===== src/spm_pkg.sv =====
package spm_pkg;

    // Geometry
    localparam int SPM_NCH     = 4;
    localparam int SPM_AW      = 8;
    localparam int SPM_DW      = 32;
    localparam int SPM_PW      = 28;
    localparam int SPM_SW      = 16;
    localparam int SPM_EW      = 4;

    // Timing
    localparam int SPM_CLK_HZ     = 125_000_000;
    localparam int SPM_CLK_MHZ    = 125;
    localparam int SPM_SAMPLE_US  = 100;
    localparam int SPM_SAMPLE_CYC = SPM_SAMPLE_US * SPM_CLK_MHZ;
    localparam int SPM_FLASH_MS   = 250;
    localparam int SPM_FLASH_CYC  = SPM_FLASH_MS * SPM_CLK_MHZ * 1000;
    localparam int SPM_FLASH_GAP  = 4;
    localparam int SPM_DIV_STEPS  = 32;

    // Register offsets
    localparam logic [SPM_AW-1:0] SPM_OFS_CTRL  = 8'h00;
    localparam logic [SPM_AW-1:0] SPM_OFS_STAT  = 8'h04;
    localparam logic [SPM_AW-1:0] SPM_OFS_RANGE = 8'h08;
    localparam logic [SPM_AW-1:0] SPM_OFS_GROUP = 8'h0c;
    localparam logic [SPM_AW-1:0] SPM_OFS_KEY   = 8'h10;
    localparam logic [SPM_AW-1:0] SPM_OFS_DATA  = 8'h20;

    // Field positions
    localparam int SPM_CTRL_INIT = 0;
    localparam int SPM_STAT_DONE = 0;
    localparam int SPM_STAT_PASS = 1;
    localparam int SPM_STAT_RUN  = 2;
    localparam int SPM_STAT_CODE = 8;
    localparam int SPM_STAT_TYPE = 16;

    // Reset values
    localparam logic [7:0] SPM_RANGE_RST = 8'h00;
    localparam logic [7:0] SPM_GROUP_RST = 8'h00;

    // Failure flash counts
    localparam logic [4:0] SPM_CODE_NONE  = 5'h00;
    localparam logic [4:0] SPM_CODE_LOGIC = 5'h05;
    localparam logic [4:0] SPM_CODE_SPEED = 5'h13;

    // Divider self-test vector
    localparam logic [31:0]       SPM_TEST_NUM = 32'h0001_0000;
    localparam logic [SPM_PW-1:0] SPM_TEST_DEN = 28'h000_0100;
    localparam logic [31:0]       SPM_TEST_QUO = 32'h0000_0100;

    localparam int SPM_FILT_SH = 2;

    typedef struct packed {
        logic              wr;
        logic              rd;
        logic [SPM_AW-1:0] addr;
        logic [SPM_DW-1:0] wdata;
    } spm_bus_t;

    typedef struct packed {
        logic              valid;
        logic [SPM_PW-1:0] period;
    } spm_meas_t;

    typedef struct packed {
        logic              in_prev;
        logic              armed;
        logic [SPM_EW-1:0] edges;
        logic [SPM_PW-1:0] cnt;
        logic [SPM_PW-1:0] period;
        logic              valid;
    } spm_cs_t;

    typedef enum logic [2:0] {
        SPM_ST_TEST,
        SPM_ST_IDLE,
        SPM_ST_LOAD,
        SPM_ST_DIV,
        SPM_ST_FILT
    } spm_st_t;

    function automatic logic [SPM_EW-1:0] spm_prescale(input logic [1:0] sel);
        spm_prescale = SPM_EW'(1) << sel;
    endfunction

endpackage


===== src/spm_chan.sv =====
`timescale 1ns/10ps
module spm_chan
    import spm_pkg::*;
(
    input  wire logic       mclk_i,
    input  wire logic       rst_n_i,
    input  wire logic       pulse_i,
    input  wire logic [1:0] range_i,
    output spm_meas_t       meas_o
);

    spm_cs_t q;
    spm_cs_t d;
    logic    rise;

    always_comb
    begin
        d    = q;
        rise = pulse_i & ~q.in_prev;
        d.in_prev = pulse_i;
        if (q.cnt != '1)
            d.cnt = q.cnt + 1'b1;
        else
        begin
            d.period = '0;
            d.valid  = 1'b0;
        end
        if (rise)
        begin
            if (q.edges >= spm_prescale(range_i) - 1'b1)
            begin
                d.edges = '0;
                d.cnt   = '0;
                d.armed = 1'b1;
                if (q.armed && q.cnt != '1)
                begin
                    d.period = q.cnt + 1'b1;
                    d.valid  = 1'b1;
                end
            end
            else
                d.edges = q.edges + 1'b1;
        end
    end

    always_ff @(posedge mclk_i or negedge rst_n_i)
    begin
        if (!rst_n_i)
            q <= '0;
        else
            q <= d;
    end

    assign meas_o.valid  = q.valid;
    assign meas_o.period = q.period;

endmodule


===== src/spm_top.sv =====
// Chosen here: strobed register access and the address map.
`timescale 1ns/10ps
// Behaviour
// Divide each input pulse train by the prescale chosen by software range.
// Count reference clocks between prescaled edges to measure each period.
// Every 100 us capture all period counts and divide them into speed.
// Average speed every 100 us to improve resolution above 200 Hz.
// Produce a derivative beside each filtered speed.
// Copy newest speed and derivative to shared memory once per rate time.
// After reset fault indicator on; self-test runs; failure keeps it lit.
// On pass and init done, fault indicator off and run indicator on.
// Failures flash counts; 5 logic failure, 19 speed error.
// Host assigns each channel a rate group during initialisation.
// Host broadcasts a key naming rate groups due for update.
// Module schedules group updates from stored groups and received keys.
// Four channels, each factory fixed as magnetic pickup or eddy probe.
// Eddy channels measure down to 1 Hz input.
// Speed and derivative pair updated as one coherent word.
// Saturated period counter reports zero speed, never a stale value.
module spm_top
    import spm_pkg::*;
#(
    parameter int                   NCH        = SPM_NCH,
    parameter int                   SAMPLE_CYC = SPM_SAMPLE_CYC,
    parameter int                   FLASH_CYC  = SPM_FLASH_CYC,
    parameter logic [SPM_NCH-1:0]   EDDY_MASK  = 4'h0
)
(
    input  wire logic               mclk_i,
    input  wire logic               rst_n_i,
    input  spm_bus_t                bus_i,
    input  wire logic [NCH-1:0]     pulse_i,
    output logic      [SPM_DW-1:0]  rd_data_o,
    output logic                    fault_led_o,
    output logic                    run_led_o
);

    typedef struct packed {
        spm_st_t                      st;
        logic [23:0]                  tick_cnt;
        logic [1:0]                   ch;
        logic [5:0]                   bit_cnt;
        logic [31:0]                  num;
        logic [SPM_PW:0]              rem;
        logic [SPM_PW-1:0]            den;
        logic [31:0]                  quo;
        logic [SPM_NCH-1:0][SPM_PW-1:0] snap;
        logic [SPM_NCH-1:0][SPM_SW-1:0] avg;
        logic [SPM_NCH-1:0][SPM_SW-1:0] deriv;
        logic [SPM_NCH-1:0][SPM_DW-1:0] dpram;
        logic [SPM_NCH-1:0][1:0]      range;
        logic [SPM_NCH-1:0][1:0]      group;
        logic                         init_done;
        logic                         test_done;
        logic                         test_pass;
        logic [4:0]                   code;
        logic                         fault_led;
        logic                         run_led;
        logic [31:0]                  flash_tmr;
        logic [5:0]                   flash_idx;
        logic [SPM_DW-1:0]            rd_data;
    } spm_state_t;

    localparam spm_state_t RST_STATE = '{
        st        : SPM_ST_TEST,
        num       : SPM_TEST_NUM,
        den       : SPM_TEST_DEN,
        range     : SPM_RANGE_RST,
        group     : SPM_GROUP_RST,
        code      : SPM_CODE_NONE,
        fault_led : 1'b1,
        default   : '0
    };

    spm_state_t                q;
    spm_state_t                d;
    spm_meas_t  [SPM_NCH-1:0]  meas;

    logic                      tick;
    logic                      last_step;
    logic [SPM_PW:0]           rem_sh;
    logic [SPM_SW-1:0]         sp;
    logic signed [17:0]        diff;
    logic signed [17:0]        avg_sum;
    logic [SPM_SW-1:0]         avg_new;
    logic [5:0]                flash_end;
    logic [SPM_DW-1:0]         rd_val;

    genvar g;
    generate
        for (g = 0; g < SPM_NCH; g++)
        begin : gen_chan
            // Counter width covers a 1 Hz eddy input at the reference clock
            spm_chan u_chan (
                .mclk_i  (mclk_i),
                .rst_n_i (rst_n_i),
                .pulse_i (pulse_i[g]),
                .range_i (q.range[g]),
                .meas_o  (meas[g])
            );
        end
    endgenerate

    assign tick      = (q.tick_cnt == 24'(SAMPLE_CYC - 1));
    assign last_step = (q.bit_cnt == 6'(SPM_DIV_STEPS - 1));

    always_comb
    begin
        d         = q;
        rem_sh    = '0;
        sp        = '0;
        diff      = '0;
        avg_sum   = '0;
        avg_new   = '0;
        flash_end = 6'({q.code, 1'b0}) + 6'(2 * SPM_FLASH_GAP - 1);
        rd_val    = '0;

        d.tick_cnt = tick ? '0 : q.tick_cnt + 1'b1;

        case (q.st)
            SPM_ST_TEST, SPM_ST_DIV:
            begin
                // One restoring step per clock
                rem_sh = {q.rem[SPM_PW-1:0], q.num[31]};
                d.num  = {q.num[30:0], 1'b0};
                if (rem_sh >= {1'b0, q.den})
                begin
                    d.rem = rem_sh - {1'b0, q.den};
                    d.quo = {q.quo[30:0], 1'b1};
                end
                else
                begin
                    d.rem = rem_sh;
                    d.quo = {q.quo[30:0], 1'b0};
                end
                d.bit_cnt = q.bit_cnt + 1'b1;
                if (last_step)
                begin
                    d.bit_cnt = '0;
                    if (q.st == SPM_ST_TEST)
                    begin
                        d.st        = SPM_ST_IDLE;
                        d.test_done = 1'b1;
                        d.test_pass = (d.quo == SPM_TEST_QUO);
                        d.code      = (d.quo == SPM_TEST_QUO) ? SPM_CODE_NONE : SPM_CODE_LOGIC;
                    end
                    else
                        d.st = SPM_ST_FILT;
                end
            end
            SPM_ST_IDLE:
            begin
                if (tick)
                begin
                    for (int c = 0; c < SPM_NCH; c++)
                        d.snap[c] = meas[c].valid ? meas[c].period : '0;
                    d.ch = '0;
                    d.st = SPM_ST_LOAD;
                end
            end
            SPM_ST_LOAD:
            begin
                d.num     = 32'(SPM_CLK_HZ) << q.range[q.ch];
                d.den     = q.snap[q.ch];
                d.rem     = '0;
                d.quo     = '0;
                d.bit_cnt = '0;
                d.st      = (q.snap[q.ch] == '0) ? SPM_ST_FILT : SPM_ST_DIV;
            end
            SPM_ST_FILT:
            begin
                sp      = (q.quo[31:16] != '0) ? 16'hffff : q.quo[15:0];
                diff    = $signed({2'b00, sp}) - $signed({2'b00, q.avg[q.ch]});
                avg_sum = $signed({2'b00, q.avg[q.ch]}) + (diff >>> SPM_FILT_SH);
                avg_new = avg_sum[15:0];
                d.avg[q.ch]   = avg_new;
                d.deriv[q.ch] = avg_new - q.avg[q.ch];
                if (q.quo[31:16] != '0 && q.code == SPM_CODE_NONE)
                    d.code = SPM_CODE_SPEED;
                d.ch = q.ch + 1'b1;
                d.st = (q.ch == 2'(SPM_NCH - 1)) ? SPM_ST_IDLE : SPM_ST_LOAD;
            end
            default:
                d.st = SPM_ST_IDLE;
        endcase

        // Register writes
        if (bus_i.wr)
        begin
            case (bus_i.addr)
                SPM_OFS_CTRL:  d.init_done = bus_i.wdata[SPM_CTRL_INIT];
                SPM_OFS_RANGE: d.range     = bus_i.wdata[7:0];
                SPM_OFS_GROUP: d.group     = bus_i.wdata[7:0];
                SPM_OFS_KEY:
                begin
                    // Whole word per channel keeps the pair coherent
                    for (int c = 0; c < SPM_NCH; c++)
                        if (bus_i.wdata[q.group[c]])
                            d.dpram[c] = {q.avg[c], q.deriv[c]};
                end
                default: ;
            endcase
        end

        // Read port, data valid only in the following cycle
        case (bus_i.addr)
            SPM_OFS_CTRL:  rd_val = 32'(q.init_done);
            SPM_OFS_STAT:
            begin
                rd_val[SPM_STAT_DONE]                  = q.test_done;
                rd_val[SPM_STAT_PASS]                  = q.test_pass;
                rd_val[SPM_STAT_RUN]                   = q.run_led;
                rd_val[SPM_STAT_CODE +: 5]             = q.code;
                rd_val[SPM_STAT_TYPE +: SPM_NCH]       = EDDY_MASK;
            end
            SPM_OFS_RANGE: rd_val = 32'(q.range);
            SPM_OFS_GROUP: rd_val = 32'(q.group);
            default:
            begin
                for (int c = 0; c < SPM_NCH; c++)
                    if (bus_i.addr == SPM_OFS_DATA + 8'(4 * c))
                        rd_val = q.dpram[c];
            end
        endcase
        d.rd_data = bus_i.rd ? rd_val : '0;

        // Indicators
        d.flash_tmr = (q.flash_tmr == 32'(FLASH_CYC - 1)) ? '0 : q.flash_tmr + 1'b1;
        if (!q.test_done)
        begin
            d.fault_led = 1'b1;
            d.run_led   = 1'b0;
            d.flash_tmr = '0;
            d.flash_idx = '0;
        end
        else if (q.code != SPM_CODE_NONE)
        begin
            d.run_led = 1'b0;
            if (q.flash_tmr == 32'(FLASH_CYC - 1))
            begin
                d.flash_idx = (q.flash_idx >= flash_end) ? '0 : q.flash_idx + 1'b1;
                d.fault_led = (d.flash_idx < 6'({q.code, 1'b0})) && !d.flash_idx[0];
            end
        end
        else if (q.init_done)
        begin
            d.fault_led = 1'b0;
            d.run_led   = 1'b1;
        end
        else
        begin
            d.fault_led = 1'b1;
            d.run_led   = 1'b0;
        end
    end

    always_ff @(posedge mclk_i or negedge rst_n_i)
    begin
        if (!rst_n_i)
            q <= RST_STATE;
        else
            q <= d;
    end

    assign rd_data_o   = q.rd_data;
    assign fault_led_o = q.fault_led;
    assign run_led_o   = q.run_led;

    a_fault_before_test: assert property (@(posedge mclk_i) disable iff (!rst_n_i)
        !q.test_done |=> fault_led_o)
        else $error("fault indicator dark before self-test finished");

    a_run_needs_pass: assert property (@(posedge mclk_i) disable iff (!rst_n_i)
        run_led_o |-> (!fault_led_o && $past(q.test_pass) && $past(q.init_done) &&
            $past(q.code) == SPM_CODE_NONE))
        else $error("run indicator lit without pass and init");

    a_run_on_init: assert property (@(posedge mclk_i) disable iff (!rst_n_i)
        (q.test_done && q.init_done && q.code == SPM_CODE_NONE && $stable(q.init_done)) |=> run_led_o)
        else $error("run indicator not lit after init");

    a_tick_snaps: assert property (@(posedge mclk_i) disable iff (!rst_n_i)
        (q.st == SPM_ST_IDLE && tick) |=> (q.st == SPM_ST_LOAD && q.ch == 2'd0 &&
            q.snap[0] == ($past(meas[0].valid) ? $past(meas[0].period) : '0)))
        else $error("sample tick did not capture periods");

    a_div_length: assert property (@(posedge mclk_i) disable iff (!rst_n_i)
        (q.st == SPM_ST_LOAD && q.snap[q.ch] != '0) |-> ##33 (q.st == SPM_ST_FILT))
        else $error("division did not finish in 32 steps");

    a_zero_on_sat: assert property (@(posedge mclk_i) disable iff (!rst_n_i)
        (q.st == SPM_ST_LOAD && q.snap[q.ch] == '0) |=> (q.st == SPM_ST_FILT && q.quo == '0))
        else $error("saturated channel not reported as zero speed");

    a_deriv_pair: assert property (@(posedge mclk_i) disable iff (!rst_n_i)
        (q.st == SPM_ST_FILT && q.ch == 2'd0) |=> (q.deriv[0] == q.avg[0] - $past(q.avg[0])))
        else $error("derivative does not track filtered speed");

    a_key_copy: assert property (@(posedge mclk_i) disable iff (!rst_n_i)
        (bus_i.wr && bus_i.addr == SPM_OFS_KEY && bus_i.wdata[q.group[0]])
            |=> (q.dpram[0] == {$past(q.avg[0]), $past(q.deriv[0])}))
        else $error("key did not copy coherent pair");

    a_read_data: assert property (@(posedge mclk_i) disable iff (!rst_n_i)
        (bus_i.rd && bus_i.addr == SPM_OFS_DATA) |=> (rd_data_o == $past(q.dpram[0])))
        else $error("shared memory read returned wrong word");

    a_speed_code: assert property (@(posedge mclk_i) disable iff (!rst_n_i)
        (q.st == SPM_ST_FILT && q.quo[31:16] != '0 && q.code == SPM_CODE_NONE)
            |=> (q.code == SPM_CODE_SPEED))
        else $error("speed overflow did not raise flash count 19");

endmodule

===== config.mk =====
export PLATFORM = sky130hd
export DESIGN_NAME = spm_top
export DESIGN_NICKNAME = d
export VERILOG_FILES = /design/src/spm_pkg.sv /design/src/spm_chan.sv /design/src/spm_top.sv
export SDC_FILE = /design/constraint.sdc
export NUM_CORES = 2
export LEC_CHECK = 0
export ABC_AREA = 1
export ABC_CLOCK_PERIOD_IN_PS = 6500
export CAP_MARGIN = 20
export CELL_PAD_IN_SITES_DETAIL_PLACEMENT = 2
export CELL_PAD_IN_SITES_GLOBAL_PLACEMENT = 2
export CORE_MARGIN = 2
export CORE_UTILIZATION = 40
export DETAILED_ROUTE_END_ITERATION = 6
export DONT_BUFFER_PORTS = 1
export PLACE_DENSITY = 0.8
export SLEW_MARGIN = 20
export SYNTH_ARGS = -nofsm -noshare
export SYNTH_HDL_FRONTEND = slang
export SYNTH_HIERARCHICAL = 1
export SYNTH_SLANG_ARGS = --single-unit

===== constraint.sdc =====
create_clock -name mclk_i -period 6.5 [get_ports mclk_i]
set_input_delay 0.325 -clock mclk_i [delete_from_list [all_inputs] [get_ports mclk_i]]
set_output_delay 0.325 -clock mclk_i [all_outputs]
set_load 0.05 [all_outputs]

After elaboration in Yosys (flattened, before gate mapping)
Cells that the tools add are included.
{"block": "word_totals", "reg_bits": 871, "input_bits": 48, "out_inout_bits": 34, "wordCells": 267}
{"block": "classes", "n_addsub": 22, "order_cmp": 13, "eq_ne": 28, "shift": 5, "n_mux": 88, "bitwise": 8, "n_reduce_logical": 38}
{"operator": "two-way mux 57 bit", "n": 8}
{"operator": "two-way mux 29 bit", "n": 9}
{"operator": "two-way mux 32 bit", "n": 8}
{"operator": "two-way mux 28 bit", "n": 9}
{"operator": "case mux 67 bit (2 select lines)", "n": 1}
{"operator": "bitwise mux 64 bit", "n": 2}
{"operator": "adder 28 x 1 -> 28 bit, second input constant", "n": 4}
{"operator": "!= test 28 bit, second input constant", "n": 4}
{"operator": "case mux 32 bit (2 select lines)", "n": 1}
{"operator": "binary-select mux 28 bit (select 2 bit)", "n": 1}
{"operator": "two-way mux 16 bit", "n": 3}
{"operator": "adder 32 x 1 -> 32 bit, second input constant", "n": 1}
{"operator": "binary-select mux 16 bit (select 2 bit)", "n": 1}
{"operator": "demux 16 bit (select 2 bit)", "n": 1}
{"operator": "equality test 32 x 25 -> 1 bit, second input constant", "n": 1}
{"operator": "equality test 32 x 9 -> 1 bit, second input constant", "n": 1}
{"operator": "equality test 8 x 6 -> 1 bit, second input constant", "n": 4}
{"operator": "left shift 27 x 2 -> 32 bit, first input constant", "n": 1}
{"operator": "two-way mux 6 bit", "n": 5}
{"operator": ">= comparator 29 x 28 -> 1 bit", "n": 1}
{"operator": "subtractor 29 x 28 -> 29 bit", "n": 1}
{"operator": "zero test 28 bit", "n": 1}
{"operator": "adder 24 x 1 -> 24 bit, second input constant", "n": 1}
{"operator": "equality test 24 x 14 -> 1 bit, second input constant", "n": 1}
{"operator": "55 further kinds", "n": 132}

Depth between registers and ports, before layout
{"block": "logic_depth", "depth_word": 8, "ltp_mapped": 39, "mapped_depth_nobuf": 37}

Hierarchy
Netlist, hierarchy kept.
{"mod": "spm_top", "n_inst": 1, "cells_each": 3595, "area_each_um2": 30767.0, "seq_area_each_um2": 15293.4}
{"mod": "spm_chan (gen_chan[0].u_chan ...)", "n_inst": 3, "cells_each": 520, "area_each_um2": 3849.9, "seq_area_each_um2": 1576.5}
{"mod": "spm_chan (gen_chan[2].u_chan)", "n_inst": 1, "cells_each": 521, "area_each_um2": 3868.7, "seq_area_each_um2": 1576.5}

Worst setup path before layout
Ideal clock, no wire load.
{"block": "synth_path", "path_kind": "reg-to-reg", "from": "register q[591] (netlist name)", "to": "register q[253] (netlist name)", "setup_time_ns": 0.133, "arrival_time_ns": 5.466, "path_slack_ns": 0.901, "path_stages_with_launch": 35, "n_path_buf": 4, "path_cell_list": "dfrtp_1 buf_4 clkbuf_1 clkbuf_1 clkbuf_1 a21oi_1 a32oi_1 inv_1 ha_1 nand2_1 nand2_2 nand2_1 nand2_1 a31oi_1 xnor2_1 ha_1 a21oi_1 o21ai_1 a21oi_1 o21bai_1 or2_2 nand2_1 inv_1 ha_1 nand2_1 o21ai_0 o21bai_1 nand2_1 nand2_1 a21oi_1 o21ai_0 nand3_1 nand2_1 xor2_1 o21ai_0"}

==> impl_metrics.env <==
export IMPL_cts_path_max_buffers=3
export IMPL_viasPerCell=5.488
export IMPL_htreeDepth=3
export IMPL_chipWidth_um=343.8
export IMPL_fin_crit_ns=6.009
export IMPL_dr_pass1_iters=7
export IMPL_hold_ws_ns=0.04782
export IMPL_netlist_area_mm2=0.04619
export IMPL_crit_end="q[239]"
export IMPL_fmax_mhz=166.4
export IMPL_worstRegToRegCells=30
export IMPL_finalSetupViolCount=0
export IMPL_endpoint_kind="flip-flop"
export IMPL_synth_flop_cell="dfrtp_1"
export IMPL_crit_start="q[591]"
export IMPL_diodes=0
export IMPL_cts_tree="yes"
export IMPL_path_class="reg -> reg"
export IMPL_fin_skew_ns=0.02733
export IMPL_placed_area_mm2=0.04634
export IMPL_start_util=0.4034
export IMPL_ys_top_cells_by_area="dfrtp_1 (47%), nand2_1 (13%), o21ai_0 (6.5%), inv_1 (4.6%), ha_1 (3.3%)"
export IMPL_crit_path_top_delay_cell="dfrtp_4"
export IMPL_critPathLaunchType="flip-flop"
export IMPL_ys_ff_latch=863
export IMPL_io_pins=82
export IMPL_timing_rr_start="q[591]"
export IMPL_cts_buffers=100
export IMPL_die_y_um=343.8
export IMPL_design_area_mm2=0.05012
export IMPL_fin_ws_ns=0.4910
export IMPL_cp_max_fo=17
export IMPL_slew_headroom=0.2480
export IMPL_syn_to_final_growth_pct=8.517
export IMPL_dp_slack_ns=0.3907
export IMPL_power_w=0.01251
export IMPL_ys_types=69
export IMPL_antenna_found_initial=2
export IMPL_max_cap_violations=0
export IMPL_powerDensity_mw_per_mm2=249.6
export IMPL_worst_pin_slew_ns=1.125
export IMPL_cp_slowest_stage_delay_ns=0.59
export IMPL_peakVddDrop_uv=187.9
export IMPL_vias=38740
export IMPL_clk_pin_slew_worst_paths_ns=0.06
export IMPL_numPortBuffers=0
export IMPL_synth_avg_cell_area_um2=8.137
export IMPL_die_area_mm2=0.1182
export IMPL_synth_top_area_frac=0.4660
export IMPL_cp_common_cell="nand2_1"
export IMPL_fin_crit_sh=0.9245
export IMPL_reg2reg_slack_ns=0.49
export IMPL_synth_edf_count=0
export IMPL_wl_per_cell_um=21.96
export IMPL_async_flop_share=1.000
export IMPL_maxSlewViolCount=0
export IMPL_track_usage=0.2622
export IMPL_grt_pass1_wl_um=245400
export IMPL_hpwl_um=103100
export IMPL_hold_path_class="in -> reg"
export IMPL_synthCells=5676
export IMPL_num_nets_final=5641
export IMPL_overflow=0
export IMPL_wl_um=155100
export IMPL_cts_sinks=863
export IMPL_rows=124
export IMPL_required_ns=7.12
export IMPL_first_global_vias=43190
export IMPL_cts_root_buf="clkbuf_16"
export IMPL_power_leakage_nw=24.40
export IMPL_nFillCells=12870
export IMPL_gp_congestion=0.8407
export IMPL_detail_route_antenna_nets=0
export IMPL_hold_viol_final=0
export IMPL_drive_above_1_share=0.07678
export IMPL_grt_max_degree=864
export IMPL_core_area_mm2=0.1145
export IMPL_yosysTopAreaCell="dfrtp_1"
export IMPL_crit_arrival_ns=6.63
export IMPL_synth_fp_nets=5849
export IMPL_ys_seq_area_frac=0.4677
export IMPL_drc=0
export IMPL_dp_cells=6854
export IMPL_r2r_end="q[239]"
export IMPL_outcome="finished, final reports clean"
export IMPL_clk_latency_ns=0.70
export IMPL_stdcell_count=7060
export IMPL_yosys_warnings=6
export IMPL_drtIter0Drc=2147
## worst min path at each step
stage	startpoint	to	slack, ns	cells past startpoint
2_1_floorplan	rst_n_i	gen_chan[0].u_chan/meas_o[0]	0.03	0
3_3_place_gp	rst_n_i	q[57]	0.08	0
3_5_place_dp	rst_n_i	q[57]	0.08	0
4_1_cts	rst_n_i	q[57]	-0.66	0
5_1_grt	pulse_i[1]	gen_chan[1].u_chan/q[58]	0.06	4
6_report	pulse_i[1]	gen_chan[1].u_chan/q[58]	0.05	4
## cells by family after synthesis
group	after synthesis	share of synthesized area
AO/OA/AOI/OAI	1165	0.1462
XOR/XNOR	139	0.02636
adder cells (fa/ha/maj)	125	0.03435
buffers and inverters	962	0.09354
flip-flops	863	0.4677
multiplexers	77	0.01877
other	4	0.0003250
AND/OR/NAND/NOR	2341	0.2128
## Yosys cell counts, types with 9 or more instances
cell and number:
nor2_4 11, nand2_2 18, ha_1 122, xor2_1 92, a221oi_1 11, nand3b_1 12, mux2_2 77, a32oi_1 15
nand3_1 209, nor2_2 22, a21boi_0 112, o221ai_1 14, buf_2 36, o21ai_0 600, nand4_1 39, buf_4 160
inv_1 564, xnor2_1 47, nor3_1 47, nor2_1 353, dfrtp_1 860, or2_2 19, o21bai_1 10, o211ai_1 19
a31oi_1 23, o22ai_1 49, o21a_1 9, o21ai_1 52, clkbuf_1 169, nand2_4 13, a21oi_1 179, a32o_1 34
inv_2 12, nor4_1 17, a21o_1 10, nand2_1 1551, buf_1 9
## critical path: cells and delay by family, from the launching register on
| kind | cells | cell delay [ns] |
|---|---|---|
| compound gates | 10 | 1.90 |
| xor+xnor | 1 | 0.19 |
| fa+ha+maj | 3 | 1.11 |
| buf+inv | 4 | 0.66 |
| flops | 1 | 0.59 |
| simple gates | 12 | 1.50 |
## sequential cells by signal (all words and copies together) (netlist names)
register / flops
q: 577
gen_chan.u_chan/q: 136
gen_chan.u_chan/meas_o: 116
rd_data_o: 32
fault_led_o: 1
run_led_o: 1
## cell usage in the layout, fill, tap and decap left out, types with 49 or more instances in the layout
master,count
nand2_1,1547
dfrtp_1,859
o21ai_0,599
inv_1,563
nor2_1,348
nand3_1,208
a21oi_1,179
ha_1,122
a21boi_0,112
clkbuf_16,100
xor2_1,90
mux2_2,77
o21ai_1,53
o22ai_1,49
## per-stage QoR
| stage | setup TNS [ns] | utilization |
|---|---|---|
| after CTS | 0 | 0.4358 |
| after global routing | -0.09763 | 0.4377 |
| after floorplan | 0 | - |
| final | 0 | 0.4377 |
| after detailed placement | 0 | 0.4047 |
| after global placement | 0 | 0.4047 |
## final cells by class
type / instances / area, µm² / share of cell area
clock buffer: 146 / 2865 / 0.05717
clock inverter: 36 / 531.8 / 0.01061
inverter: 580 / 2180 / 0.04349
multi-input combinational: 3851 / 20330 / 0.4057
sequential: 863 / 21600 / 0.4310
tap: 1512 / 1892 / 0.03775
timing repair buffer: 72 / 714.4 / 0.01425
## power breakdown
group	internal, W	leakage (nW)	total [W]	switching (W)
clock	0.00350	1.67	0.00593	0.00243
combinational	0.000268	11.0	0.000891	0.000623
sequential	0.00553	11.7	0.00569	0.000156
## layer usage
| layer | track usage | routed length (µm) |
|---|---|---|
| met1 | 0.3314 | 67110 |
| met2 | 0.4685 | 78790 |
| met3 | 0.02934 | 4734 |
| met4 | 0.08098 | 4407 |
| met5 | 0 | 27 |
## what timing repair did
item	CTS	global route
resized for setup	0	7
hold buffers	16	2
endpoints found under the hold margin	891	405
endpoints found under the setup margin	0	13
setup buffers	0	1
Note: power is estimated with default switching activity, not from simulation.
